==> src/rtl/urc_regs.vh <==
// Purpose: register map, field positions, bus response codes and serial format of the run-time control block
// Assumes: 32-bit AXI4-Lite register bus, one aligned word per register
// Notes:   definitions only
`ifndef URC_REGS_VH
`define URC_REGS_VH

`define URC_ADDR_CFG      8'h00
`define URC_ADDR_CTL      8'h04
`define URC_ADDR_STAT     8'h08
`define URC_ADDR_INTSTAT  8'h0C
`define URC_ADDR_INTEN    8'h10
`define URC_ADDR_INTCLR   8'h14
`define URC_ADDR_RXDAT    8'h18
`define URC_ADDR_TXDAT    8'h1C

`define URC_CFG_SYNC      0
`define URC_CTL_BRK       1
`define URC_CTL_ADDR      2
`define URC_CTL_HALT      6
`define URC_CTL_CONT      8
`define URC_CTL_ACLR      9

`define URC_STAT_RXRDY    0
`define URC_STAT_RXIDLE   1
`define URC_STAT_TXRDY    2
`define URC_STAT_TXIDLE   3
`define URC_STAT_HALTED   6

`define URC_INT_RX        0
`define URC_INT_HALT      6
`define URC_INT_W         7

`define URC_RESP_OKAY     2'b00
`define URC_RESP_SLVERR   2'b10

`define URC_DATA_BITS     9
`define URC_BIT_DIV       16
`define URC_ZERO_BIT      1'b0
`define URC_ONE_BIT       1'b1

`endif

==> src/rtl/urc_tx.v <==
// Purpose: transmit shifter, start bit, data LSB first, one stop bit
// Assumes: start is a one-cycle pulse taken only while not busy
// Notes:   line rests high between characters
`timescale 1ns/1ps
`default_nettype none
`include "urc_regs.vh"
module urc_tx #(
  parameter DATA_W = `URC_DATA_BITS,
  parameter DIV    = `URC_BIT_DIV
) (
  input  wire              aclk,
  input  wire              aresetn,
  input  wire              start,
  input  wire [DATA_W-1:0] data,
  output reg               busy,
  output reg               line
);
  localparam [7:0] LAST_TICK = DIV - 1;
  localparam [4:0] LAST_BIT  = DATA_W + 1;

  reg [7:0]        tick;
  reg [4:0]        bitno;
  reg [DATA_W+1:0] shift;

  always @(posedge aclk) begin
    if (!aresetn) begin
      busy  <= 1'b0;
      line  <= 1'b1;
      tick  <= 8'h00;
      bitno <= 5'h00;
      shift <= {(DATA_W+2){1'b1}};
    end else if (!busy) begin
      if (start) begin
        busy  <= 1'b1;
        shift <= {`URC_ONE_BIT, data, `URC_ZERO_BIT};
        line  <= `URC_ZERO_BIT;
        tick  <= 8'h00;
        bitno <= 5'h00;
      end
    end else if (tick == LAST_TICK) begin
      tick <= 8'h00;
      if (bitno == LAST_BIT) begin
        busy <= 1'b0;
        line <= 1'b1;
      end else begin
        bitno <= bitno + 5'h01;
        shift <= {1'b1, shift[DATA_W+1:1]};
        line  <= shift[1];
      end
    end else begin
      tick <= tick + 8'h01;
    end
  end
endmodule
`default_nettype wire

==> src/rtl/urc_rx.v <==
// Purpose: receive shifter, finds the start edge and samples mid-bit
// Assumes: rx is already synchronised to aclk
// Notes:   stop bit is sampled but not checked
`timescale 1ns/1ps
`default_nettype none
`include "urc_regs.vh"
module urc_rx #(
  parameter DATA_W = `URC_DATA_BITS,
  parameter DIV    = `URC_BIT_DIV
) (
  input  wire              aclk,
  input  wire              aresetn,
  input  wire              rx,
  output reg               busy,
  output reg               done,
  output reg  [DATA_W-1:0] data
);
  localparam [7:0] LAST_TICK = DIV - 1;
  localparam [7:0] HALF_TICK = DIV / 2;
  localparam [4:0] LAST_BIT  = DATA_W + 1;

  reg [7:0] tick;
  reg [4:0] bitno;

  always @(posedge aclk) begin
    if (!aresetn) begin
      busy  <= 1'b0;
      done  <= 1'b0;
      data  <= {DATA_W{1'b0}};
      tick  <= 8'h00;
      bitno <= 5'h00;
    end else begin
      done <= 1'b0;
      if (!busy) begin
        if (!rx) begin
          busy  <= 1'b1;
          tick  <= LAST_TICK - HALF_TICK;
          bitno <= 5'h00;
        end
      end else if (tick == LAST_TICK) begin
        tick <= 8'h00;
        if (bitno == 5'h00 && rx) begin
          // Glitch, not a start bit
          busy <= 1'b0;
        end else if (bitno == LAST_BIT) begin
          busy <= 1'b0;
          done <= 1'b1;
        end else begin
          bitno <= bitno + 5'h01;
          if (bitno != 5'h00)
            data <= {rx, data[DATA_W-1:1]};
        end
      end else begin
        tick <= tick + 8'h01;
      end
    end
  end
endmodule
`default_nettype wire

==> src/rtl/urc_top.v <==
// Purpose: run-time control of a serial port: break, address filter, transmit halt, clock mode
// Assumes: AXI4-Lite slave on aclk, serial lines asynchronous to aclk
// Notes:   block drives the serial clock itself in synchronous mode
//
// What this block does
// - Setting break-send enable drives the transmit line low at once until it is cleared.
// - With address filtering off every received character reaches software.
// - With address filtering on only characters with MSB set are accepted and interrupt.
// - Software clears address filtering after a matching address, then all data passes.
// - Transmit halt lets the current character finish and then stops the transmitter.
// - In synchronous mode without continuous clock the serial clock runs only per character.
// - In synchronous mode with continuous clock the serial clock runs without pause.
// - Auto-clear drops continuous clock and itself once a full character is received.
// - The halted status and flag rise once the transmitter is idle after a halt request.
//
// Added by the designer: the AXI4-Lite interface to the registers.
`timescale 1ns/1ps
`default_nettype none
`include "urc_regs.vh"
module urc_top #(
  parameter DATA_W = `URC_DATA_BITS,
  parameter DIV    = `URC_BIT_DIV
) (
  input  wire        aclk,
  input  wire        aresetn,
  input  wire [7:0]  s_axi_awaddr,
  input  wire        s_axi_awvalid,
  output reg         s_axi_awready,
  input  wire [31:0] s_axi_wdata,
  input  wire [3:0]  s_axi_wstrb,
  input  wire        s_axi_wvalid,
  output reg         s_axi_wready,
  output reg  [1:0]  s_axi_bresp,
  output reg         s_axi_bvalid,
  input  wire        s_axi_bready,
  input  wire [7:0]  s_axi_araddr,
  input  wire        s_axi_arvalid,
  output reg         s_axi_arready,
  output reg  [31:0] s_axi_rdata,
  output reg  [1:0]  s_axi_rresp,
  output reg         s_axi_rvalid,
  input  wire        s_axi_rready,
  input  wire        receive_line,
  output reg         transmit_line,
  output reg         serial_clock,
  output reg         irq
);
  localparam [7:0] HALF_LAST = DIV / 2 - 1;

  // Control and configuration state
  reg              sync_mode;
  reg              break_send_enable;
  reg              address_filter_enable;
  reg              transmit_halt;
  reg              continuous_serial_clock;
  reg              auto_clear_continuous_clock;
  reg              transmit_halted_status;
  reg [`URC_INT_W-1:0] int_status;
  reg [`URC_INT_W-1:0] int_enable;
  reg              rx_ready;
  reg [DATA_W-1:0] rx_hold;
  reg              tx_pend;
  reg [DATA_W-1:0] tx_hold;

  // Write channel holding
  reg        aw_held;
  reg        w_held;
  reg [7:0]  wr_addr;
  reg [31:0] wr_data;
  reg [3:0]  wr_strb;

  // Receive line synchroniser
  reg rx_meta;
  reg rx_sync;

  // Serial clock generator
  reg [7:0] half_tick;

  wire              tx_busy;
  wire              tx_line;
  wire              rx_busy;
  wire              rx_done;
  wire [DATA_W-1:0] rx_data;

  wire do_write = aw_held && w_held && !s_axi_bvalid;
  wire do_read  = s_axi_arvalid && s_axi_arready;
  wire wr_ctl   = do_write && wr_addr == `URC_ADDR_CTL;
  wire wr_cfg   = do_write && wr_addr == `URC_ADDR_CFG;
  wire wr_inten = do_write && wr_addr == `URC_ADDR_INTEN;
  wire wr_clr   = do_write && wr_addr == `URC_ADDR_INTCLR;
  wire wr_tx    = do_write && wr_addr == `URC_ADDR_TXDAT;
  wire rd_rx    = do_read && s_axi_araddr == `URC_ADDR_RXDAT;

  wire tx_start = tx_pend && !transmit_halt && !break_send_enable && !tx_busy;

  wire rx_accept = rx_done && (!address_filter_enable || rx_data[DATA_W-1]);

  // In synchronous mode only: clock while a character moves, or always with continuous clock
  wire clock_run = sync_mode && (continuous_serial_clock || tx_busy || rx_busy);

  urc_tx #(
    .DATA_W (DATA_W),
    .DIV    (DIV)
  ) u_tx (
    .aclk    (aclk),
    .aresetn (aresetn),
    .start   (tx_start),
    .data    (tx_hold),
    .busy    (tx_busy),
    .line    (tx_line)
  );

  urc_rx #(
    .DATA_W (DATA_W),
    .DIV    (DIV)
  ) u_rx (
    .aclk    (aclk),
    .aresetn (aresetn),
    .rx      (rx_sync),
    .busy    (rx_busy),
    .done    (rx_done),
    .data    (rx_data)
  );

  always @(posedge aclk) begin
    if (!aresetn) begin
      rx_meta <= 1'b1;
      rx_sync <= 1'b1;
    end else begin
      rx_meta <= receive_line;
      rx_sync <= rx_meta;
    end
  end

  // AXI4-Lite write path: address and data taken in either order
  always @(posedge aclk) begin
    if (!aresetn) begin
      aw_held       <= 1'b0;
      w_held        <= 1'b0;
      wr_addr       <= 8'h00;
      wr_data       <= 32'h0000_0000;
      wr_strb       <= 4'h0;
      s_axi_awready <= 1'b0;
      s_axi_wready  <= 1'b0;
      s_axi_bvalid  <= 1'b0;
      s_axi_bresp   <= `URC_RESP_OKAY;
    end else begin
      s_axi_awready <= !aw_held && !(s_axi_awvalid && s_axi_awready);
      s_axi_wready  <= !w_held && !(s_axi_wvalid && s_axi_wready);
      if (s_axi_awvalid && s_axi_awready) begin
        aw_held <= 1'b1;
        wr_addr <= s_axi_awaddr;
      end
      if (s_axi_wvalid && s_axi_wready) begin
        w_held  <= 1'b1;
        wr_data <= s_axi_wdata;
        wr_strb <= s_axi_wstrb;
      end
      if (do_write) begin
        aw_held      <= 1'b0;
        w_held       <= 1'b0;
        s_axi_bvalid <= 1'b1;
        case (wr_addr)
          `URC_ADDR_CFG,
          `URC_ADDR_CTL,
          `URC_ADDR_INTEN,
          `URC_ADDR_INTCLR,
          `URC_ADDR_TXDAT: s_axi_bresp <= `URC_RESP_OKAY;
          default:         s_axi_bresp <= `URC_RESP_SLVERR;
        endcase
      end else if (s_axi_bvalid && s_axi_bready) begin
        s_axi_bvalid <= 1'b0;
      end
    end
  end

  // AXI4-Lite read path
  always @(posedge aclk) begin
    if (!aresetn) begin
      s_axi_arready <= 1'b0;
      s_axi_rvalid  <= 1'b0;
      s_axi_rdata   <= 32'h0000_0000;
      s_axi_rresp   <= `URC_RESP_OKAY;
    end else begin
      s_axi_arready <= !s_axi_rvalid && !do_read;
      if (do_read) begin
        s_axi_rvalid <= 1'b1;
        s_axi_rresp  <= `URC_RESP_OKAY;
        s_axi_rdata  <= 32'h0000_0000;
        case (s_axi_araddr)
          `URC_ADDR_CFG: begin
            s_axi_rdata[`URC_CFG_SYNC] <= sync_mode;
          end
          `URC_ADDR_CTL: begin
            s_axi_rdata[`URC_CTL_BRK]  <= break_send_enable;
            s_axi_rdata[`URC_CTL_ADDR] <= address_filter_enable;
            s_axi_rdata[`URC_CTL_HALT] <= transmit_halt;
            s_axi_rdata[`URC_CTL_CONT] <= continuous_serial_clock;
            s_axi_rdata[`URC_CTL_ACLR] <= auto_clear_continuous_clock;
          end
          `URC_ADDR_STAT: begin
            s_axi_rdata[`URC_STAT_RXRDY]  <= rx_ready;
            s_axi_rdata[`URC_STAT_RXIDLE] <= !rx_busy;
            s_axi_rdata[`URC_STAT_TXRDY]  <= !tx_pend;
            s_axi_rdata[`URC_STAT_TXIDLE] <= !tx_busy;
            s_axi_rdata[`URC_STAT_HALTED] <= transmit_halted_status;
          end
          `URC_ADDR_INTSTAT: begin
            s_axi_rdata[`URC_INT_W-1:0] <= int_status;
          end
          `URC_ADDR_INTEN: begin
            s_axi_rdata[`URC_INT_W-1:0] <= int_enable;
          end
          `URC_ADDR_INTCLR,
          `URC_ADDR_TXDAT: begin
            s_axi_rdata <= 32'h0000_0000;
          end
          `URC_ADDR_RXDAT: begin
            s_axi_rdata[DATA_W-1:0] <= rx_hold;
          end
          default: begin
            s_axi_rresp <= `URC_RESP_SLVERR;
          end
        endcase
      end else if (s_axi_rvalid && s_axi_rready) begin
        s_axi_rvalid <= 1'b0;
      end
    end
  end

  // Control, configuration and interrupt enable registers
  always @(posedge aclk) begin
    if (!aresetn) begin
      sync_mode                   <= 1'b0;
      break_send_enable           <= 1'b0;
      address_filter_enable       <= 1'b0;
      transmit_halt               <= 1'b0;
      continuous_serial_clock     <= 1'b0;
      auto_clear_continuous_clock <= 1'b0;
      int_enable                  <= {`URC_INT_W{1'b0}};
    end else begin
      if (wr_cfg && wr_strb[0])
        sync_mode <= wr_data[`URC_CFG_SYNC];
      if (wr_inten && wr_strb[0])
        int_enable <= wr_data[`URC_INT_W-1:0];
      if (wr_ctl && wr_strb[0]) begin
        break_send_enable     <= wr_data[`URC_CTL_BRK];
        address_filter_enable <= wr_data[`URC_CTL_ADDR];
        transmit_halt         <= wr_data[`URC_CTL_HALT];
      end
      if (wr_ctl && wr_strb[1]) begin
        continuous_serial_clock     <= wr_data[`URC_CTL_CONT];
        auto_clear_continuous_clock <= wr_data[`URC_CTL_ACLR];
      end
      if (rx_done && auto_clear_continuous_clock) begin
        continuous_serial_clock     <= 1'b0;
        auto_clear_continuous_clock <= 1'b0;
      end
    end
  end

  // Transmit holding word
  always @(posedge aclk) begin
    if (!aresetn) begin
      tx_pend <= 1'b0;
      tx_hold <= {DATA_W{1'b0}};
    end else if (tx_start) begin
      tx_pend <= 1'b0;
    end else if (wr_tx && !tx_pend) begin
      // Write while full is dropped; software checks the ready bit first
      tx_pend <= 1'b1;
      tx_hold <= wr_data[DATA_W-1:0];
    end
  end

  // Receive holding word
  always @(posedge aclk) begin
    if (!aresetn) begin
      rx_ready <= 1'b0;
      rx_hold  <= {DATA_W{1'b0}};
    end else if (rx_accept) begin
      rx_ready <= 1'b1;
      rx_hold  <= rx_data;
    end else if (rd_rx) begin
      rx_ready <= 1'b0;
    end
  end

  // Halted status and sticky events
  always @(posedge aclk) begin
    if (!aresetn) begin
      transmit_halted_status <= 1'b0;
      int_status             <= {`URC_INT_W{1'b0}};
    end else begin
      // Halted one cycle after request when idle
      transmit_halted_status <= transmit_halt && !tx_busy;
      if (wr_clr && wr_strb[0])
        int_status <= int_status & ~wr_data[`URC_INT_W-1:0];
      // Flag on entry to halted state
      if (transmit_halt && !tx_busy && !transmit_halted_status)
        int_status[`URC_INT_HALT] <= 1'b1;
      if (rx_accept)
        int_status[`URC_INT_RX] <= 1'b1;
    end
  end

  // Serial outputs and interrupt
  always @(posedge aclk) begin
    if (!aresetn) begin
      transmit_line <= 1'b1;
      serial_clock  <= 1'b0;
      half_tick     <= 8'h00;
      irq           <= 1'b0;
    end else begin
      // Break overrides the shifter at once
      transmit_line <= break_send_enable ? `URC_ZERO_BIT : tx_line;
      irq           <= |(int_status & int_enable);
      if (!clock_run) begin
        // Clock parks low so the peer sees no stray edge between characters
        half_tick    <= 8'h00;
        serial_clock <= 1'b0;
      end else if (half_tick == HALF_LAST) begin
        half_tick    <= 8'h00;
        serial_clock <= !serial_clock;
      end else begin
        half_tick <= half_tick + 8'h01;
      end
    end
  end
endmodule
`default_nettype wire

==> config.mk <==
export PLATFORM = sky130hd
export DESIGN_NAME = urc_top
export DESIGN_NICKNAME = d
export VERILOG_FILES = /design/src/rtl/urc_tx.v /design/src/rtl/urc_rx.v /design/src/rtl/urc_top.v
export VERILOG_INCLUDE_DIRS = /design/src /design/src/rtl
export SDC_FILE = /design/constraint.sdc
export NUM_CORES = 1
export LEC_CHECK = 0
export ABC_AREA = 1
export ABC_CLOCK_PERIOD_IN_PS = 1300
export BUFFER_PORTS_ARGS = -buffer_cell sky130_fd_sc_hd__buf_2
export CELL_PAD_IN_SITES_DETAIL_PLACEMENT = 2
export CELL_PAD_IN_SITES_GLOBAL_PLACEMENT = 2
export CORE_ASPECT_RATIO = 1.5
export CORE_MARGIN = 8
export CORE_UTILIZATION = 28
export DETAILED_ROUTE_END_ITERATION = 8
export PLACE_DENSITY_LB_ADDON = 0.05
export SETUP_SLACK_MARGIN = 0.5
export SYNTH_ARGS = -nofsm -noshare
export SYNTH_HDL_FRONTEND = slang
export SYNTH_SLANG_ARGS = --single-unit
==> constraint.sdc <==
create_clock -name aclk -period 1.3 [get_ports aclk]
set_input_delay 0.065 -clock aclk [delete_from_list [all_inputs] [get_ports aclk]]
set_output_delay 0.065 -clock aclk [all_outputs]
set_load 0.01 [all_outputs]
### Yosys cells after proc, flatten, opt, wreduce, memory -nomap -nowiden

Index checks and enable logic that the tools add are counted.

| storage, ports and cells | value |
|---|---|
| logic and storage cells | 207 |
| register bits after elaboration | 145 |
| input bits | 60 |
| output and inout port bits | 44 |

| operators by class | value |
|---|---|
| multiplexer cells | 53 |
| equal/unequal tests | 22 |
| reduce and logical (&&, ||, !) cells | 73 |
| $add $sub $neg | 5 |
| bitwise gates (word level) | 10 |

Operators by type and width:

| kind | count |
|---|---|
| 8-bit by 5-bit equality test with 1-bit output, second input constant | 7 |
| 8-bit 2-to-1 mux | 6 |
| 5-bit 2-to-1 mux | 9 |
| 11-bit 2-to-1 mux | 4 |
| 8-bit by 4-bit equality test with 1-bit output, second input constant | 4 |
| 1-bit logical AND | 31 |
| 1-bit 2-to-1 mux | 25 |
| 8-bit by 1-bit adder with 8-bit output, second input constant | 3 |
| 8-bit by 3-bit equality test with 1-bit output, second input constant | 3 |
| 8-bit logical NOT | 2 |
| 1-bit logical NOT | 15 |
| 7-bit bitwise AND | 2 |
| 2-bit nonzero test | 6 |
| 5-bit by 1-bit adder with 5-bit output, second input constant | 2 |
| 5-bit by 4-bit equality test with 1-bit output, second input constant | 2 |
| 2-bit inequality test, second input constant | 5 |
| 1-bit case mux with 5 select lines | 2 |
| 2-bit case mux with 5 select lines | 1 |
| 8-bit OR reduction | 1 |
| 7-bit 2-to-1 mux | 1 |
| 1-bit NOT | 7 |
| 7-bit NOT | 1 |
| 7-bit OR reduction | 1 |
| 2-bit case mux with 3 select lines | 1 |
| other kinds (15) | 22 |

### Logic depth before layout (Yosys ltp)

| logic depth | value |
|---|---|
| word-level depth | 6 |
| gate-level depth with buffers | 10 |
| gate-level depth less buffers | 10 |

### Modules after synthesis

From an unflattened synthesis, not the netlist that was laid out.

| second synthesis, totals | value |
|---|---|
| cells, all modules | 904 |
| area, all modules | 6515.0 um2 |

Modules (own cells, without submodules):

| module | times used | area each (um2) | cells each | sequential area each (um2) |
|---|---|---|---|---|
| urc_top | 1 | 4052.6 | 553 | 1861.8 |
| urc_tx | 1 | 1270.0 | 188 | 480.5 |
| urc_rx | 1 | 1192.4 | 163 | 480.5 |

### Least setup slack after synthesis

Ideal clock, no wire load.

| path | value |
|---|---|
| path type | reg2reg |
| start point | register u_tx.bitno[0] |
| end point | register u_tx.shift[9] |
| arrival time | 1.262 ns |
| path buffers | 1 |
| setup time | 0.134 ns |
| slack | -0.096 ns |
| cell stages (with the launch flop) | 11 |
| data required time | 1.166 ns |
| period minus slack after synthesis | 1.396 ns |
| cells stage by stage | dfxtp_1 -> inv_1 -> ha_1 -> nand2_1 -> nor3_2 -> inv_1 -> nand3_2 -> nand2_2 -> buf_6 -> o21ai_1 -> nand3_1 |

| on the way | value |
|---|---|
| word-level cells in the longest chain between the ends | 3 |

RTL lines:

| what | RTL line | text |
|---|---|---|
| start: declaration | urc_tx.v:22 | `reg [4:0] bitno;` |
| start signal: assignment | urc_tx.v:46 | `bitno <= bitno + 5'h01;` |
| 5-bit by 4-bit equality test with 1-bit output | urc_tx.v:42 | `if (bitno == LAST_BIT) begin` |
| 2-bit inequality test (no source line) | - |  |
| 3-bit AND reduction (no source line) | - |  |
| end signal: assignment | urc_tx.v:31 | `shift <= {(DATA_W+2){1'b1}};` |
| end signal: assignment | urc_tx.v:35 | `` shift <= {`URC_ONE_BIT, data, `URC_ZERO_BIT}; `` |
| end signal: assignment | urc_tx.v:47 | `shift <= {1'b1, shift[DATA_W+1:1]};` |
| end: declaration | urc_tx.v:23 | `reg [DATA_W+1:0] shift;` |

Every way passes these cells.
A chain may end at the register's enable or synchronous reset.

### Worst setup path after layout

| path | value |
|---|---|
| start point | register wr_addr[1] |
| end point | register int_enable[5] |

| on the way | value |
|---|---|
| word-level cells in the longest chain between the ends | 3 |

RTL lines:

| what | RTL line | text |
|---|---|---|
| start: declaration | urc_top.v:68 | `reg [7:0] wr_addr;` |
| start signal: assignment | urc_top.v:152 | `wr_addr <= s_axi_awaddr;` |
| 8-bit by 5-bit equality test with 1-bit output | - |  |
| 1-bit logical AND (no source line) | - |  |
| 1-bit logical AND | urc_top.v:244 | `if (wr_inten && wr_strb[0])` |
| end signal: assignment | urc_top.v:240 | `` int_enable <= {`URC_INT_W{1'b0}}; `` |
| end signal: assignment | urc_top.v:245 | `` int_enable <= wr_data[`URC_INT_W-1:0]; `` |
| end: declaration | urc_top.v:59 | `` reg [`URC_INT_W-1:0] int_enable; `` |

Every way passes these cells.

==> impl_metrics.json <==
{
  "final_critical_path_setup_slack_ps": -190,
  "run_status": "complete, but fails checks",
  "grt_first_pass_wirelength_mm": 43.8,
  "average_cell_area_after_synthesis_um2": 7.13,
  "portBuffers": 55,
  "placement_rows": 68,
  "p_comb_share_pct": 11.8,
  "clock_group_share_of_total_power_pct": 46.2,
  "hold_slack_ps": 93.8,
  "detailroute.via_count": 6898,
  "antenna_found_initial": 1,
  "clock_path_buffers": 2,
  "final_min_period_over_clock_period_pct": 115,
  "synth.most_common_cell": "nand2_1",
  "hold_violations": 0,
  "floorplan.core_area_um2": 22800,
  "clock_latency_ps": 440,
  "pwr-share-seq_pct": 42.0,
  "cp-start-kind": "flip-flop",
  "netlist.top_cell.by_area": "dfxtp_1",
  "synthDominantCellAreaShare_pct": 43.9,
  "failed_checks": "setup timing",
  "first_global_vias": 7998,
  "final_core_utilization_pct": 49.2,
  "worst-setup-path-type": "reg -> reg",
  "grt-ovfl-total": 0,
  "tritoncts": "done",
  "grt_setup_unrepaired": "true",
  "detailedPlace.worstSlack_ps": -176,
  "timing.critical_path.required_ps": 1630,
  "post_synth_inst_count": 901,
  "detail_route.wl_per_cell_um": 20.3,
  "design.portCount": 104,
  "fin_tns_setup_ps": -6650,
  "most_used_dff_post_synth": "dfxtp_1",
  "synth.yosys.seq_area_share_pct": 43.9,
  "switching_power_mw": 2.97,
  "skew_ps": 11.3,
  "detail_route.wirelength_mm": 29.0,
  "die-area_um2": 28200,
  "nets": 1200,
  "postRouteAntennaNets": 0,
  "synthTopCellsByCount": "191 x nand2_1, 141 x dfxtp_1, 140 x nor2_1",
  "number_of_violations_reported_at_the_end_of_detailed_routing_iteration_0": 151,
  "maxCapViolations": 0,
  "grt_use_total_pct": 19.8,
  "p_int_mw": 7.82,
  "min_period_ps": 1490,
  "htree_num_levels": 4,
  "synth_area_leaders": "dfxtp_1 44%, nand2_1 11%, nor2_1 8.2%, nand3_1 5.7%, o21ai_0 5.4%",
  "viasPerCell": 4.84,
  "die_w_um": 140,
  "dp_hpwl_mm": 17.2,
  "post_synth_instance_area_um2": 6430,
  "async_s_r_ff_share_synth_pct": 0,
  "netSwitchingFraction_pct": 27.5,
  "cts.reportedPaths.clkPinSlew_ps": 70,
  "yosys_register_bits": 141,
  "timing.fmax_ghz": 0.671,
  "gpl.final_weighted_congestion": 0.780,
  "yosysWarningCount": 0,
  "numClockSinks": 141,
  "drtPass1Iterations": 4,
  "number_of_drc_violations_after_detailed_routing": 0,
  "critPathCaptureType": "flip-flop",
  "pin_count_of_the_biggest_net_entering_global_routing": 70,
  "power.leakage_nw": 4.69,
  "synth_enable_flop_cells": 0,
  "final_layout_size_suffix_gt1_share_pct": 55.5,
  "setup_viol": 67,
  "pwr_density_cell_nw_per_um2": 961,
  "floorplan.initialDensity_pct": 28.2,
  "report.final.slew_viol_count": 0,
  "vdd.ir_drop.worst_uv": 901,
  "power_mw": 10.8,
  "arrival_time_reported_for_the_critical_path_endpoint_ps": 1820,
  "crit_fanout": 8,
  "chipHeight_um": 202,
  "synthToLayoutAreaGrowth_pct": 74.7,
  "cts_made_buffers": 17,
  "buffer_type_at_the_clock_tree_root": "clkbuf_16",
  "hold_path.class": "in -> reg",
  "post_synth_num_cell_types": 43
}
## logic make-up after synthesis
family	Yosys count	share of synthesized area [%]
AND/OR/NAND/NOR	460	31.3
AO/OA/AOI/OAI	144	11.8
flip-flops	141	43.9
buffers and inverters	139	10.3
XOR/XNOR	8	1.09
adder cells (fa/ha/maj)	8	1.56
other	1	0.0584
## cell usage in the layout (no fill, tap or decap), drive strengths merged
cell type      n
a21oi         59
a221oi         1
a22o           1
a22oi          1
a31oi          2
and3           1
buf          211
bufinv         2
clkbuf        19
clkinv        11
clkinvlp       5
conb          24
dfxtp        141
diode          1
dlygate4sd3   23
ha             8
inv           84
nand2        199
nand3         79
nand3b         7
nand4          7
nor2         150
nor3          18
nor3b          1
o211a          1
o211ai         1
o21a           1
o21ai         73
o221a          1
o22ai          1
o31ai          2
or2            3
xnor2          1
xor2           7
## registers in the layout, indices dropped and copies added (netlist names), 9 cells and up
signal	flops
s_axi_rdata	10
rx_hold	9
wr_data	10
tx_hold	9
u_tx.shift	9
u_rx.data	9
## power groups by stage
stage	clock network [mW]	registers, mW	logic, mW
after detailed placement	0	4.59	0.751
final	4.99	4.53	1.27
after CTS	5.10	4.52	1.11
after floorplan	0	4.58	0.510
after global routing	5.28	4.53	1.37
after global placement	0	4.58	0.724
## worst max-delay path, cell delays in order, from the launching register on
cell and delay, ps:
dfxtp_2 350, nor2_4 130, buf_6 130, nand2_8 60
nor3_4 230, buf_6 140, buf_12 120, nand3b_1 90
nand2_1 70, nor2_1 50
## worst paths after layout
check                                from                          to  slack, ps  cells past startpoint
setup reg to reg  wr_addr[1]$_SDFFE_PN0P_  int_enable[5]$_SDFFE_PN0P_       -190                      9
setup / recovery  wr_addr[1]$_SDFFE_PN0P_  int_enable[5]$_SDFFE_PN0P_       -190                      9
hold / removal              s_axi_awvalid     wr_addr[1]$_SDFFE_PN0P_         90                      4
hold reg to reg        rx_meta$_SDFF_PN1_          rx_sync$_SDFF_PN1_        430                      1
## final cells by class
class,instances,area [um^2]
repair buffers,234,2170
clock buffers,19,443
fillers,2427,11600
repair inverters,2,35.0
inverters,87,453
diodes,1,2.50
well taps,280,350
flip-flops and latches,141,2940
clock inverters,13,140
multi-input cells,649,4700
## what timing repair did
| action | CTS | global route |
|---|---|---|
| resized for setup | 329 | 143 |
| hold buffers | 23 | 0 |
| setup endpoints to repair | 158 | 158 |
| hold endpoints to repair | 23 | 0 |
| pin swaps | 105 | 82 |
| gates cloned | 9 | 0 |
| buffers inserted | 51 | 31 |
## through the flow
step	cell area (um^2)	std cells
4_1_cts	10500	1394
2_1_floorplan	7090	924
5_1_grt	11200	1426
3_5_place_dp	7920	1279
3_3_place_gp	7920	1279
6_report	11200	1426
## per-layer routing
layer / GRT usage (%) / wire (um) / up-vias
met3: 3.04 / 436 / 32
met1: 18.9 / 10400 / 3474
li1: - / - / 3336
met5: 0 / 0 / -
met2: 41.0 / 17700 / 56
met4: 6.89 / 483 / 0
No activity file was read; power rests on OpenSTA's default activity.
